--- config.mk ---
export PLATFORM = sky130hd
export DESIGN_NAME = hlsf_status_top
export DESIGN_NICKNAME = d
export VERILOG_FILES = /design/src/hw/hlsf_pkg.sv /design/src/hw/hlsf_status_top.sv /design/src/hw/hlsf_event_latch.sv /design/src/hw/hlsf_wb_slave.sv
export SDC_FILE = /design/constraint.sdc
export NUM_CORES = 1
export LEC_CHECK = 0
export BUFFER_PORTS_ARGS = -buffer_cell sky130_fd_sc_hd__buf_2
export CORE_ASPECT_RATIO = 1.2
export CORE_UTILIZATION = 43
export CTS_CLUSTER_DIAMETER = 60
export CTS_CLUSTER_SIZE = 25
export DETAILED_ROUTE_END_ITERATION = 10
export GPL_TIMING_DRIVEN = 0
export PLACE_DENSITY = 0.8
export SYNTH_ARGS = -nofsm -noshare
export SYNTH_HDL_FRONTEND = slang
export SYNTH_HIERARCHICAL = 1
export SYNTH_SLANG_ARGS = --single-unit
--- constraint.sdc ---
create_clock -name mclk -period 2.4 [get_ports mclk]
set_input_delay 0.48 -clock mclk [delete_from_list [all_inputs] [get_ports mclk]]
set_output_delay 0.48 -clock mclk [all_outputs]
set_load 0.005 [all_outputs]
--- src/hw/hlsf_pkg.sv ---
// hlsf_pkg: constants and types for the hdlc1 link event status block
// assumes a 32-bit classic wishbone slave with word-aligned byte addresses
package hlsf_pkg;

   // ----------------------------------------------------------------
   // register map (byte addresses)
   // ----------------------------------------------------------------
   localparam logic [7:0] HLSF_STATUS_ADDR = 8'h00;
   localparam logic [7:0] HLSF_ENABLE_ADDR = 8'h04;
   localparam logic [7:0] HLSF_PENDING_ADDR = 8'h08;
   localparam int HLSF_ADDR_W = 8;
   localparam int HLSF_DATA_W = 32;

   // ----------------------------------------------------------------
   // field layout of the status register
   // ----------------------------------------------------------------
   localparam int HLSF_KIND_BIT = 7;
   localparam int HLSF_TX_START_BIT = 6;
   localparam int HLSF_RX_START_BIT = 5;
   localparam int HLSF_TX_END_BIT = 4;
   localparam int HLSF_RX_END_BIT = 3;
   localparam int HLSF_FCS_BIT = 2;
   localparam int HLSF_ABORT_BIT = 1;
   localparam int HLSF_IDLE_BIT = 0;
   localparam int HLSF_EVENT_N = 7;
   localparam logic [6:0] HLSF_EVENT_RESET = 7'h00;
   localparam logic [7:0] HLSF_ENABLE_RESET = 8'h00;
   localparam logic HLSF_KIND_RESET = 1'b0;

   // message kind encoding
   localparam logic HLSF_BIT_ORIENTED_KIND = 1'b0;
   localparam logic HLSF_MESSAGE_ORIENTED_KIND = 1'b1;

   // ----------------------------------------------------------------
   // carriers
   // ----------------------------------------------------------------
   typedef struct packed {
      logic tx_start;
      logic rx_start;
      logic tx_end;
      logic rx_end;
      logic frame_check_error;
      logic abort;
      logic idle;
   } hlsf_event_type;

   typedef struct packed {
      logic cyc;
      logic stb;
      logic we;
      logic [3:0] sel;
      logic [HLSF_ADDR_W-1:0] adr;
      logic [HLSF_DATA_W-1:0] dat;
   } hlsf_wb_req_type;

   typedef enum logic [1:0] {
      HLSF_BUS_IDLE = 2'b00,
      HLSF_BUS_ACK = 2'b01,
      HLSF_BUS_WAIT = 2'b10
   } hlsf_bus_state_type;

endpackage

--- src/hw/hlsf_status_top.sv ---
// hlsf_status_top: hdlc1 link event status register with enable mask
// assumes event inputs are one-cycle pulses on mclk from the controllers,
// and a classic wishbone master on the same clock
// ----------------------------------------------------------------
// Overview of operation
// [RULE1] bit 7 read-only last received message kind
// [RULE2] bits 6..0 sticky, cleared on read or write
// [RULE3] bit 6 set when transmit starts
// [RULE4] host loads next buffer on transmit start
// [RULE5] bit 5 set when receive starts
// [RULE6] bit 4 set when transmit ends
// [RULE7] host must load buffer before transmit end
// [RULE8] bit 3 set on receive end or full
// [RULE9] bit 2 set on frame check error
// [RULE10] bit 1 set on seven ones abort
// [RULE11] bit 0 set on flag octet seen
// [RULE12] host treats idle plus end as complete
// [RULE13] enabled flags only drive interrupt output
// [RULE14] event during clearing read stays set
// ----------------------------------------------------------------
`timescale 1ns/1ps
module hlsf_status_top (
   mclk,
   reset_n,
   wb_cyc_i,
   wb_stb_i,
   wb_we_i,
   wb_sel_i,
   wb_adr_i,
   wb_dat_i,
   wb_dat_o,
   wb_ack_o,
   events,
   rx_kind_valid,
   rx_message_kind,
   irq
);
   input wire logic mclk;
   input wire logic reset_n;
   input wire logic wb_cyc_i;
   input wire logic wb_stb_i;
   input wire logic wb_we_i;
   input wire logic [3:0] wb_sel_i;
   input wire logic [hlsf_pkg::HLSF_ADDR_W-1:0] wb_adr_i;
   input wire logic [hlsf_pkg::HLSF_DATA_W-1:0] wb_dat_i;
   output logic [hlsf_pkg::HLSF_DATA_W-1:0] wb_dat_o;
   output logic wb_ack_o;
   input wire hlsf_pkg::hlsf_event_type events;
   input wire logic rx_kind_valid;
   input wire logic rx_message_kind;
   output logic irq;

   import hlsf_pkg::*;

   // ----------------------------------------------------------------
   // signals
   // ----------------------------------------------------------------
   hlsf_wb_req_type req;
   logic accept;
   logic [HLSF_EVENT_N-1:0] event_vec;
   logic [HLSF_EVENT_N-1:0] flag_vec;
   logic [HLSF_EVENT_N-1:0] clear_vec;
   logic rx_message_kind_reg;
   logic [7:0] enable_reg;
   logic [7:0] status_value;
   logic [HLSF_DATA_W-1:0] read_next;
   logic irq_next;
   logic status_read;
   logic status_write;

   // bundle the bus request
   always_comb begin
      req.cyc = wb_cyc_i;
      req.stb = wb_stb_i;
      req.we = wb_we_i;
      req.sel = wb_sel_i;
      req.adr = wb_adr_i;
      req.dat = wb_dat_i;
   end

   // ----------------------------------------------------------------
   // bus handshake
   // ----------------------------------------------------------------
   hlsf_wb_slave u_bus (
      .mclk(mclk),
      .reset_n(reset_n),
      .req(req),
      .accept(accept),
      .wb_ack(wb_ack_o)
   );

   // access decode, lane 0 carries the byte-wide registers
   assign status_read = accept && !req.we && (req.adr == HLSF_STATUS_ADDR);
   assign status_write = accept && req.we && req.sel[0] && (req.adr == HLSF_STATUS_ADDR);

   // ----------------------------------------------------------------
   // event flags
   // ----------------------------------------------------------------
   // bit order of the struct matches bits 6..0 of the status register
   assign event_vec = {events.tx_start,          // RULE3
                       events.rx_start,          // RULE5
                       events.tx_end,            // RULE6
                       events.rx_end,            // RULE8
                       events.frame_check_error, // RULE9
                       events.abort,             // RULE10
                       events.idle};             // RULE11

   genvar gi;
   generate
      for (gi = 0; gi < HLSF_EVENT_N; gi++) begin : g_flag
         // read clears all, write-one clears the chosen bit
         assign clear_vec[gi] = status_read || (status_write && req.dat[gi]); // RULE2
         hlsf_event_latch u_latch (
            .mclk(mclk),
            .reset_n(reset_n),
            .event_pulse(event_vec[gi]),
            .clear(clear_vec[gi]),
            .flag(flag_vec[gi])
         );
      end
   endgenerate

   // ----------------------------------------------------------------
   // message kind
   // ----------------------------------------------------------------
   // software cannot write it; follows the receiver only
   always_ff @(posedge mclk or negedge reset_n) begin
      if (!reset_n) begin
         rx_message_kind_reg <= HLSF_KIND_RESET;
      end else if (rx_kind_valid) begin
         rx_message_kind_reg <= rx_message_kind; // RULE1
      end
   end

   assign status_value = {rx_message_kind_reg, flag_vec};

   // ----------------------------------------------------------------
   // enable register
   // ----------------------------------------------------------------
   always_ff @(posedge mclk or negedge reset_n) begin
      if (!reset_n) begin
         enable_reg <= HLSF_ENABLE_RESET;
      end else if (accept && req.we && req.sel[0] && req.adr == HLSF_ENABLE_ADDR) begin
         enable_reg <= {1'b0, req.dat[HLSF_EVENT_N-1:0]};
      end
   end

   // ----------------------------------------------------------------
   // read data, captured at accept and held with ack
   // ----------------------------------------------------------------
   always_comb begin
      read_next = '0;
      if (req.adr == HLSF_STATUS_ADDR) begin
         read_next[7:0] = status_value;
      end else if (req.adr == HLSF_ENABLE_ADDR) begin
         read_next[7:0] = enable_reg;
      end else if (req.adr == HLSF_PENDING_ADDR) begin
         read_next[7:0] = {1'b0, flag_vec & enable_reg[HLSF_EVENT_N-1:0]};
      end
   end

   always_ff @(posedge mclk or negedge reset_n) begin
      if (!reset_n) begin
         wb_dat_o <= '0;
      end else if (accept && !req.we) begin
         wb_dat_o <= read_next;
      end
   end

   // ----------------------------------------------------------------
   // interrupt output
   // ----------------------------------------------------------------
   assign irq_next = |(flag_vec & enable_reg[HLSF_EVENT_N-1:0]); // RULE13

   always_ff @(posedge mclk or negedge reset_n) begin
      if (!reset_n) begin
         irq <= 1'b0;
      end else begin
         irq <= irq_next;
      end
   end
endmodule

--- src/hw/hlsf_event_latch.sv ---
// hlsf_event_latch: one sticky event flag with set-wins clear
// assumes event pulses are synchronous to mclk
`timescale 1ns/1ps
module hlsf_event_latch (
   input wire logic mclk,
   input wire logic reset_n,
   input wire logic event_pulse,
   input wire logic clear,
   output logic flag
);
   // ----------------------------------------------------------------
   // sticky flag
   // ----------------------------------------------------------------
   // set has priority so a colliding event survives the clear
   always_ff @(posedge mclk or negedge reset_n) begin
      if (!reset_n) begin
         flag <= 1'b0;
      end else if (event_pulse) begin
         flag <= 1'b1; // RULE2 RULE14
      end else if (clear) begin
         flag <= 1'b0; // RULE2
      end
   end
endmodule

--- src/hw/hlsf_wb_slave.sv ---
// hlsf_wb_slave: classic wishbone handshake, one ack per request
// assumes master holds the request until ack and drops cyc after it
`timescale 1ns/1ps
module hlsf_wb_slave (
   input wire logic mclk,
   input wire logic reset_n,
   input wire hlsf_pkg::hlsf_wb_req_type req,
   output logic accept,
   output logic wb_ack
);
   import hlsf_pkg::*;

   hlsf_bus_state_type state_reg;

   // ----------------------------------------------------------------
   // handshake: accept one cycle, ack next, then wait for release
   // ----------------------------------------------------------------
   assign accept = (state_reg == HLSF_BUS_IDLE) && req.cyc && req.stb;

   always_ff @(posedge mclk or negedge reset_n) begin
      if (!reset_n) begin
         state_reg <= HLSF_BUS_IDLE;
         wb_ack <= 1'b0;
      end else begin
         unique case (state_reg)
            HLSF_BUS_IDLE: begin
               wb_ack <= accept;
               if (accept) begin
                  state_reg <= HLSF_BUS_ACK;
               end
            end
            HLSF_BUS_ACK: begin
               wb_ack <= 1'b0;
               state_reg <= HLSF_BUS_WAIT;
            end
            HLSF_BUS_WAIT: begin
               wb_ack <= 1'b0;
               if (!(req.cyc && req.stb)) begin
                  state_reg <= HLSF_BUS_IDLE;
               end
            end
            default: begin
               wb_ack <= 1'b0;
               state_reg <= HLSF_BUS_IDLE;
            end
         endcase
      end
   end
endmodule

==> impl_metrics.env, run 1 <==
export IMPL_status="complete, no violations"
export IMPL_final_hold_worst_slack_ns=0.196
export IMPL_ant_nets=0
export IMPL_crit_path_top_delay_cell="sky130_fd_sc_hd__dfrtp_1"
export IMPL_via_count=1130
export IMPL_num_rows=23
export IMPL_cts_sinks=27
export IMPL_share_seq_of_total_power_pct=55.4
export IMPL_gp_routability_congestion=0.764
export IMPL_final_nets=265
export IMPL_post_synthesis_cell_type_count=29
export IMPL_drt_wl_total_mm=2.73
export IMPL_vdd_ir_drop_worst_mv=0.259
export IMPL_worstHoldPathType="primary input to async pin"
export IMPL_clk_pin_slew_ns=0.09
export IMPL_critPathRequiredTime_ns=2.57
export IMPL_drc=0
export IMPL_hpwlAfterDp_mm=2.19
export IMPL_overflow=0
export IMPL_clock_tree_htree_level_count=1
export IMPL_floorplan_io_pins=92
export IMPL_p_leak_nw=0.985
export IMPL_layout_cells_non_filler=243
export IMPL_most_common_layout_cells="sky130_fd_sc_hd__buf_2 (37), sky130_fd_sc_hd__dfrtp_1 (27), sky130_fd_sc_hd__buf_4 (26), sky130_fd_sc_hd__conb_1 (24), sky130_fd_sc_hd__nand2_1 (16)"
export IMPL_initial_core_utilization_pct=45.4
export IMPL_netlist_instances=144
export IMPL_cellInternalPower_mw=0.643
export IMPL_timing_critical_path_to_type="flip-flop"
export IMPL_final_design_area_no_fill_sq_mm=0.00187
export IMPL_clk_latency_ns=0.27
export IMPL_postSynthRegisterBits=27
export IMPL_grt_pass1_vias=1042
export IMPL_cts_hold_repair_buffers=0
export IMPL_max_cap_violations=0
export IMPL_cts_buffer_count=3
export IMPL_syn_area_sq_mm=0.00151
export IMPL_tritoncts="done"
export IMPL_drt_initial_drc_count=28
export IMPL_place_port_buffers=35
export IMPL_chipHeight_um=67
export IMPL_setup_violations_final=0
export IMPL_postCtsSetupRepairBufs=0
export IMPL_antennaDiodeCount=0
export IMPL_clock_skew_ns=0.00293
export IMPL_critical_path_n_buffers_inverters=1
export IMPL_worstSetupPathType="flip-flop to flip-flop"
export IMPL_power_density_cell_area_mw_per_mm2=452
export IMPL_setup_tns_final_ns=0
export IMPL_timing_final_max_slew_violations=0
export IMPL_logic_pwr_share_pct=14.7
export IMPL_dpl_cell_count=239
export IMPL_core_area_sq_mm=0.00334
export IMPL_critical_path_max_stage_delay_ns=0.43
export IMPL_timing_max_slew_rel_slack_pct=61.5
export IMPL_min_period_over_period_pct=77.7
export IMPL_ys_warnings_count=6
export IMPL_mostFrequentLayoutCell="sky130_fd_sc_hd__buf_2"
export IMPL_drt_pass1_iter_count=4
export IMPL_path_max_fanout=7
export IMPL_largest_net_degree_at_the_start_of_global_routing=28
export IMPL_p_clk_share_pct=29.9
export IMPL_num_fill_cells=298
export IMPL_synthesis_area_per_instance_sq_um=10.5
export IMPL_avgRoutedWirePerCell_um=11.3
export IMPL_worstMarginPinSlew_ns=0.578
export IMPL_largest_register_ff_count=8
export IMPL_design_die_area_sq_mm=0.00376
export IMPL_critical_path_launch_point_type="flip-flop"
export IMPL_area_of_placed_instances_sq_mm=0.00182
export IMPL_drive_above_1_share_pct=42.2
export IMPL_first_pass_grt_wire_length_mm=4.53
export IMPL_switchingPower_mw=0.202
export IMPL_synth_yosys_seq_area_share_pct=44.6
export IMPL_cts_root_buffer_cell="sky130_fd_sc_hd__clkbuf_8"
export IMPL_chipWidth_um=56.2
export IMPL_multi_input_area_sq_um=674
export IMPL_finalHoldViolCount=0
export IMPL_worst_path_dominant_cell_family="simple AND/OR/NAND/NOR gates"
export IMPL_grt_usage_pct=15.3
export IMPL_critical_path_arrival_ns=2.04
export IMPL_seqCellArea_sq_um=676
export IMPL_antenna_found_initial=0
export IMPL_routed_via_density=4.65
export IMPL_area_growth_synth_to_final_pct=23.4
export IMPL_path_cells="nor3_1, nor3b_1, nand3_1, a21oi_1, inv_1, a21o_1"
export IMPL_clock_tree_buffer_depth=2
export IMPL_post_cts_resized=0
export IMPL_swShare_pct=24.0
export IMPL_layout_min_cycle_time_ns=1.87
export IMPL_setup_repair_after_global_routing_missed_its_margin="no"
export IMPL_timing_fmax_mhz=536
-- routing by layer --
| layer | global-route usage [%] | share of wire [%] | up-vias |
|---|---|---|---|
| li1 | - | - | 577 |
| met1 | 16.6 | 40 | 507 |
| met2 | 30.2 | 52 | 44 |
| met3 | 1.36 | 6.6 | 2 |
| met4 | 6.40 | 1.1 | 0 |
| met5 | 0 | 0 | - |
-- worst reg2reg max path: stages, from the launching register on --
cell	delay, ns
sky130_fd_sc_hd__dfrtp_1	0.43
sky130_fd_sc_hd__nor3_1	0.43
sky130_fd_sc_hd__nor3b_1	0.24
sky130_fd_sc_hd__nand3_1	0.26
sky130_fd_sc_hd__a21oi_1	0.21
sky130_fd_sc_hd__inv_1	0.06
sky130_fd_sc_hd__a21o_1	0.14
-- area by class of cell --
class                   instances  share of cell area, %
clock inverters                 1                  0.268
well taps                      37                   2.48
plain buffers                  30                   11.8
multi-input cells             102                   36.1
clock buffers                   3                   2.21
flip-flops and latches         27                   36.2
repair buffers                 35                   9.38
inverters                       8                   1.61
-- synth_stat cells --
cell | instances | area, sq um
sky130_fd_sc_hd__a21o_1 | 7 | 52.6
sky130_fd_sc_hd__a21oi_1 | 7 | 35.0
sky130_fd_sc_hd__a22o_2 | 7 | 70.1
sky130_fd_sc_hd__and2_1 | 1 | 6.26
sky130_fd_sc_hd__and3_1 | 1 | 6.26
sky130_fd_sc_hd__and4b_1 | 1 | 10.0
sky130_fd_sc_hd__buf_2 | 2 | 10.0
sky130_fd_sc_hd__buf_4 | 26 | 195
sky130_fd_sc_hd__buf_6 | 1 | 11.3
sky130_fd_sc_hd__clkbuf_1 | 1 | 3.75
sky130_fd_sc_hd__conb_1 | 1 | 3.75
sky130_fd_sc_hd__dfrtp_1 | 27 | 676
sky130_fd_sc_hd__inv_1 | 8 | 30.0
sky130_fd_sc_hd__mux2_2 | 8 | 90.1
sky130_fd_sc_hd__mux2i_1 | 7 | 70.1
sky130_fd_sc_hd__nand2_1 | 16 | 60.1
sky130_fd_sc_hd__nand2b_4 | 1 | 13.8
sky130_fd_sc_hd__nand3_1 | 2 | 10.0
sky130_fd_sc_hd__nand4_1 | 1 | 6.26
sky130_fd_sc_hd__nand4_2 | 1 | 12.5
sky130_fd_sc_hd__nand4b_1 | 1 | 8.76
sky130_fd_sc_hd__nor2_1 | 1 | 3.75
sky130_fd_sc_hd__nor3_1 | 3 | 15.0
sky130_fd_sc_hd__nor3b_1 | 2 | 15.0
sky130_fd_sc_hd__nor4_4 | 1 | 21.3
sky130_fd_sc_hd__nor4b_4 | 1 | 23.8
sky130_fd_sc_hd__o21ai_0 | 1 | 5.00
sky130_fd_sc_hd__o21ai_1 | 1 | 5.00
sky130_fd_sc_hd__o22ai_1 | 7 | 43.8
-- final timing paths --
| check | startpoint | to | slack (ns) | cells past startpoint |
|---|---|---|---|---|
| max | u_bus/state_reg[1]$_DFFE_PN0P_ | g_flag[0].u_latch/flag$_DFFE_PN0P_ | 0.53 | 6 |
| max in group asynchronous | reset_n | g_flag[5].u_latch/flag$_DFFE_PN0P_ | 1.82 | 1 |
| min in group mclk | events[0] | g_flag[0].u_latch/flag$_DFFE_PN0P_ | 0.38 | 2 |
| min reg2reg | wb_dat_o[7]$_DFFE_PN0N_ | wb_dat_o[7]$_DFFE_PN0N_ | 0.50 | 2 |
| max reg2reg | u_bus/state_reg[1]$_DFFE_PN0P_ | g_flag[0].u_latch/flag$_DFFE_PN0P_ | 0.53 | 6 |
| min | reset_n | wb_dat_o[4]$_DFFE_PN0N_ | 0.20 | 1 |
-- through the flow --
stage,total power [mW],util (%),worst slack [ns]
finish,0.845,56.0,0.534
global route,0.881,56.0,0.259
CTS,0.854,56.0,0.530
detailed placement,0.601,54.6,0.347
global placement,0.599,54.6,0.359
floorplan,0.556,-,0.644
-- cells by family (layout without fill, tap and decap cells) --
kind of cell / Yosys count / in the layout / share of synthesized area [%]
and+or+nand+nor: 33 / 33 / 14.0
muxes: 15 / 15 / 10.6
buffers and inverters: 38 / 77 / 16.5
DFF: 27 / 27 / 44.6
other: 1 / 24 / 0.248
AOI/OAI and AO/OA: 30 / 30 / 14.0
-- power by group through the flow --
| stage | registers [mW] | logic (mW) | clock network, mW |
|---|---|---|---|
| after detailed placement | 0.477 | 0.124 | 0 |
| final | 0.468 | 0.124 | 0.253 |
| after CTS | 0.468 | 0.124 | 0.262 |
| after global placement | 0.477 | 0.122 | 0 |
| after floorplan | 0.476 | 0.0796 | 0 |
| after global routing | 0.469 | 0.139 | 0.273 |
Power figures use the tool's default switching activity.
==> run 2, diff against run 1 <==
- clock period: 2.4 -> 1.8 ns (I/O delays scaled with it)
==> run 2 against run 1 <==
Setup slack got worse by 0.44 ns. Non-clock buffer count unchanged. Clock-buffer cell count unchanged. Highest routed layer unchanged.
==> impl_metrics.env, run 2 (synthesized netlist as in run 1, its figures left out) <==
export IMPL_clk_latency_ns=0.27
export IMPL_power_density_cell_area_mw_per_mm2=602
export IMPL_num_fill_cells=292
export IMPL_critical_path_arrival_ns=1.87
export IMPL_rr_worst_depth=4
export IMPL_timing_max_slew_rel_slack_pct=61.3
export IMPL_antenna_found_initial=0
export IMPL_critPathRequiredTime_ns=1.96
export IMPL_switchingPower_mw=0.279
export IMPL_setup_violations_final=0
export IMPL_num_rows=23
export IMPL_mostFrequentLayoutCell="sky130_fd_sc_hd__buf_2"
export IMPL_place_port_buffers=35
export IMPL_timing_final_max_slew_violations=0
export IMPL_ant_nets=0
export IMPL_final_design_area_no_fill_sq_mm=0.00189
export IMPL_first_pass_grt_wire_length_mm=4.55
export IMPL_gp_routability_congestion=0.764
export IMPL_routed_via_density=4.66
export IMPL_worstSetupPathType="flip-flop to flip-flop"
export IMPL_grt_pass1_vias=1040
export IMPL_overflow=0
export IMPL_power_mw=1.14
export IMPL_vdd_ir_drop_worst_mv=0.347
export IMPL_path_max_fanout=7
export IMPL_cts_sinks=27
export IMPL_regToRegSetupSlack_ns=0.09
export IMPL_max_cap_violations=0
export IMPL_r2r_start="u_bus/state_reg[1]$_DFFE_PN0P_"
export IMPL_status="complete, no violations"
export IMPL_cts_root_buffer_cell="sky130_fd_sc_hd__clkbuf_8"
export IMPL_floorplan_io_pins=92
export IMPL_p_leak_nw=0.988
export IMPL_area_of_placed_instances_sq_mm=0.00182
export IMPL_hpwlAfterDp_mm=2.19
export IMPL_chipWidth_um=56.2
export IMPL_swShare_pct=24.5
export IMPL_chipHeight_um=67
export IMPL_final_nets=265
export IMPL_r2r_end="enable_reg[4]$_DFFE_PN0P_"
export IMPL_design_die_area_sq_mm=0.00376
export IMPL_largest_register_ff_count=8
export IMPL_drive_above_1_share_pct=43.7
export IMPL_core_area_sq_mm=0.00334
export IMPL_cts_buffer_count=3
export IMPL_largest_net_degree_at_the_start_of_global_routing=28
export IMPL_worstMarginPinSlew_ns=0.581
export IMPL_postCtsSetupRepairBufs=0
export IMPL_critical_path_launch_point_type="flip-flop"
export IMPL_drt_initial_drc_count=37
export IMPL_avgRoutedWirePerCell_um=11.6
export IMPL_layout_min_cycle_time_ns=1.71
export IMPL_logic_pwr_share_pct=14.9
export IMPL_initial_core_utilization_pct=45.4
export IMPL_drt_wl_total_mm=2.81
export IMPL_clock_skew_ns=0.00136
export IMPL_drt_pass1_iter_count=4
export IMPL_p_clk_share_pct=30.1
export IMPL_via_count=1132
export IMPL_cellInternalPower_mw=0.858
export IMPL_clock_tree_htree_level_count=1
export IMPL_clock_tree_buffer_depth=2
export IMPL_finalHoldViolCount=0
export IMPL_grt_usage_pct=15.4
export IMPL_area_growth_synth_to_final_pct=24.8
export IMPL_timing_critical_path_to_type="flip-flop"
export IMPL_most_common_layout_cells="sky130_fd_sc_hd__buf_2 (37), sky130_fd_sc_hd__dfrtp_1 (27), sky130_fd_sc_hd__buf_4 (26), sky130_fd_sc_hd__conb_1 (24), sky130_fd_sc_hd__nand2_1 (16)"
export IMPL_timing_fmax_mhz=586
export IMPL_min_period_over_period_pct=94.8
export IMPL_antennaDiodeCount=0
export IMPL_worstHoldPathType="primary input to async pin"
export IMPL_clk_pin_slew_ns=0.09
export IMPL_tritoncts="done"
export IMPL_share_seq_of_total_power_pct=55.0
export IMPL_drc=0
==> run 2: cell types whose count changed in the layout (fill, tap and decap cells not counted) <==
cell and change:
sky130_fd_sc_hd__nand3_1 -1, sky130_fd_sc_hd__nand3_2 +1, sky130_fd_sc_hd__nor3_1 -1, sky130_fd_sc_hd__nor3_4 +1, sky130_fd_sc_hd__nor3b_1 -1, sky130_fd_sc_hd__nor3b_2 +1
==> run 2: area by class of cell <==
| type | instances | area, sq um | area share (%) |
|---|---|---|---|
| Timing Repair Buffer | 35 | 175 | 9.27 |
| Inverter | 8 | 30.0 | 1.59 |
| Tap cell | 37 | 46.3 | 2.45 |
| Multi-Input combinational cell | 102 | 696 | 36.8 |
| Sequential cell | 27 | 676 | 35.8 |
| Clock buffer | 3 | 41.3 | 2.19 |
| Clock inverter | 1 | 5.00 | 0.265 |
| Buffer | 30 | 220 | 11.7 |
==> run 2: metrics by stage <==
stage	setup slack [ns]	hold WS (ns)	setup TNS, ns	utilization (%)	std cells
2_1_floorplan	0.138	0.0644	0	-	167
3_3_place_gp	-0.121	0.391	-1.68	54.6	239
3_5_place_dp	-0.133	0.393	-1.74	54.6	239
4_1_cts	0.0561	0.0944	0	56.1	243
5_1_grt	-0.00297	0.135	-0.00297	56.6	243
6_report	0.0931	0.0770	0	56.6	243
==> run 2: what timing repair did <==
item | 4_1_cts | 5_1_grt
setup endpoints to repair | 14 | 14
pin swaps | 0 | 0
gates resized for setup | 1 | 3
hold buffers | 0 | 0
==> run 2: worst max-delay path, stage by stage (launching register included) <==
cell	delay (ns)
sky130_fd_sc_hd__dfrtp_1	0.46
sky130_fd_sc_hd__nor3_4	0.28
sky130_fd_sc_hd__and4b_1	0.26
sky130_fd_sc_hd__nand4_2	0.25
sky130_fd_sc_hd__mux2_2	0.35
==> run 2: routing by layer <==
metal  global-route usage (%)  share of wire [%]  up-vias  routed length [um]
met4                     6.40               0.92        0                  26
met3                     1.36                6.4        2                 181
met5                        0                  0        -                   0
met1                     17.0                 42      510                1190
li1                         -                  -      577                   -
met2                     30.1                 50       43                1410
==> run 2: power groups by stage <==
stage	clock network [mW]	registers, mW	logic (mW)
after floorplan	0	0.635	0.106
after global placement	0	0.636	0.163
after detailed placement	0	0.636	0.165
after CTS	0.349	0.624	0.166
after global routing	0.364	0.628	0.189
final	0.342	0.626	0.169
==> run 2: worst max-delay path by stage <==
| stage | startpoint | endpoint | slack, ns |
|---|---|---|---|
| after floorplan | u_bus/state_reg[1]$_DFFE_PN0P_ | enable_reg[0]$_DFFE_PN0P_ | 0.14 |
| after global placement | wb_stb_i | g_flag[4].u_latch/flag$_DFFE_PN0P_ | -0.12 |
| after detailed placement | wb_stb_i | g_flag[0].u_latch/flag$_DFFE_PN0P_ | -0.13 |
| after CTS | u_bus/state_reg[1]$_DFFE_PN0P_ | g_flag[0].u_latch/flag$_DFFE_PN0P_ | 0.06 |
| after global routing | u_bus/state_reg[1]$_DFFE_PN0P_ | enable_reg[5]$_DFFE_PN0P_ | -0.003 |
| final | u_bus/state_reg[1]$_DFFE_PN0P_ | enable_reg[4]$_DFFE_PN0P_ | 0.09 |
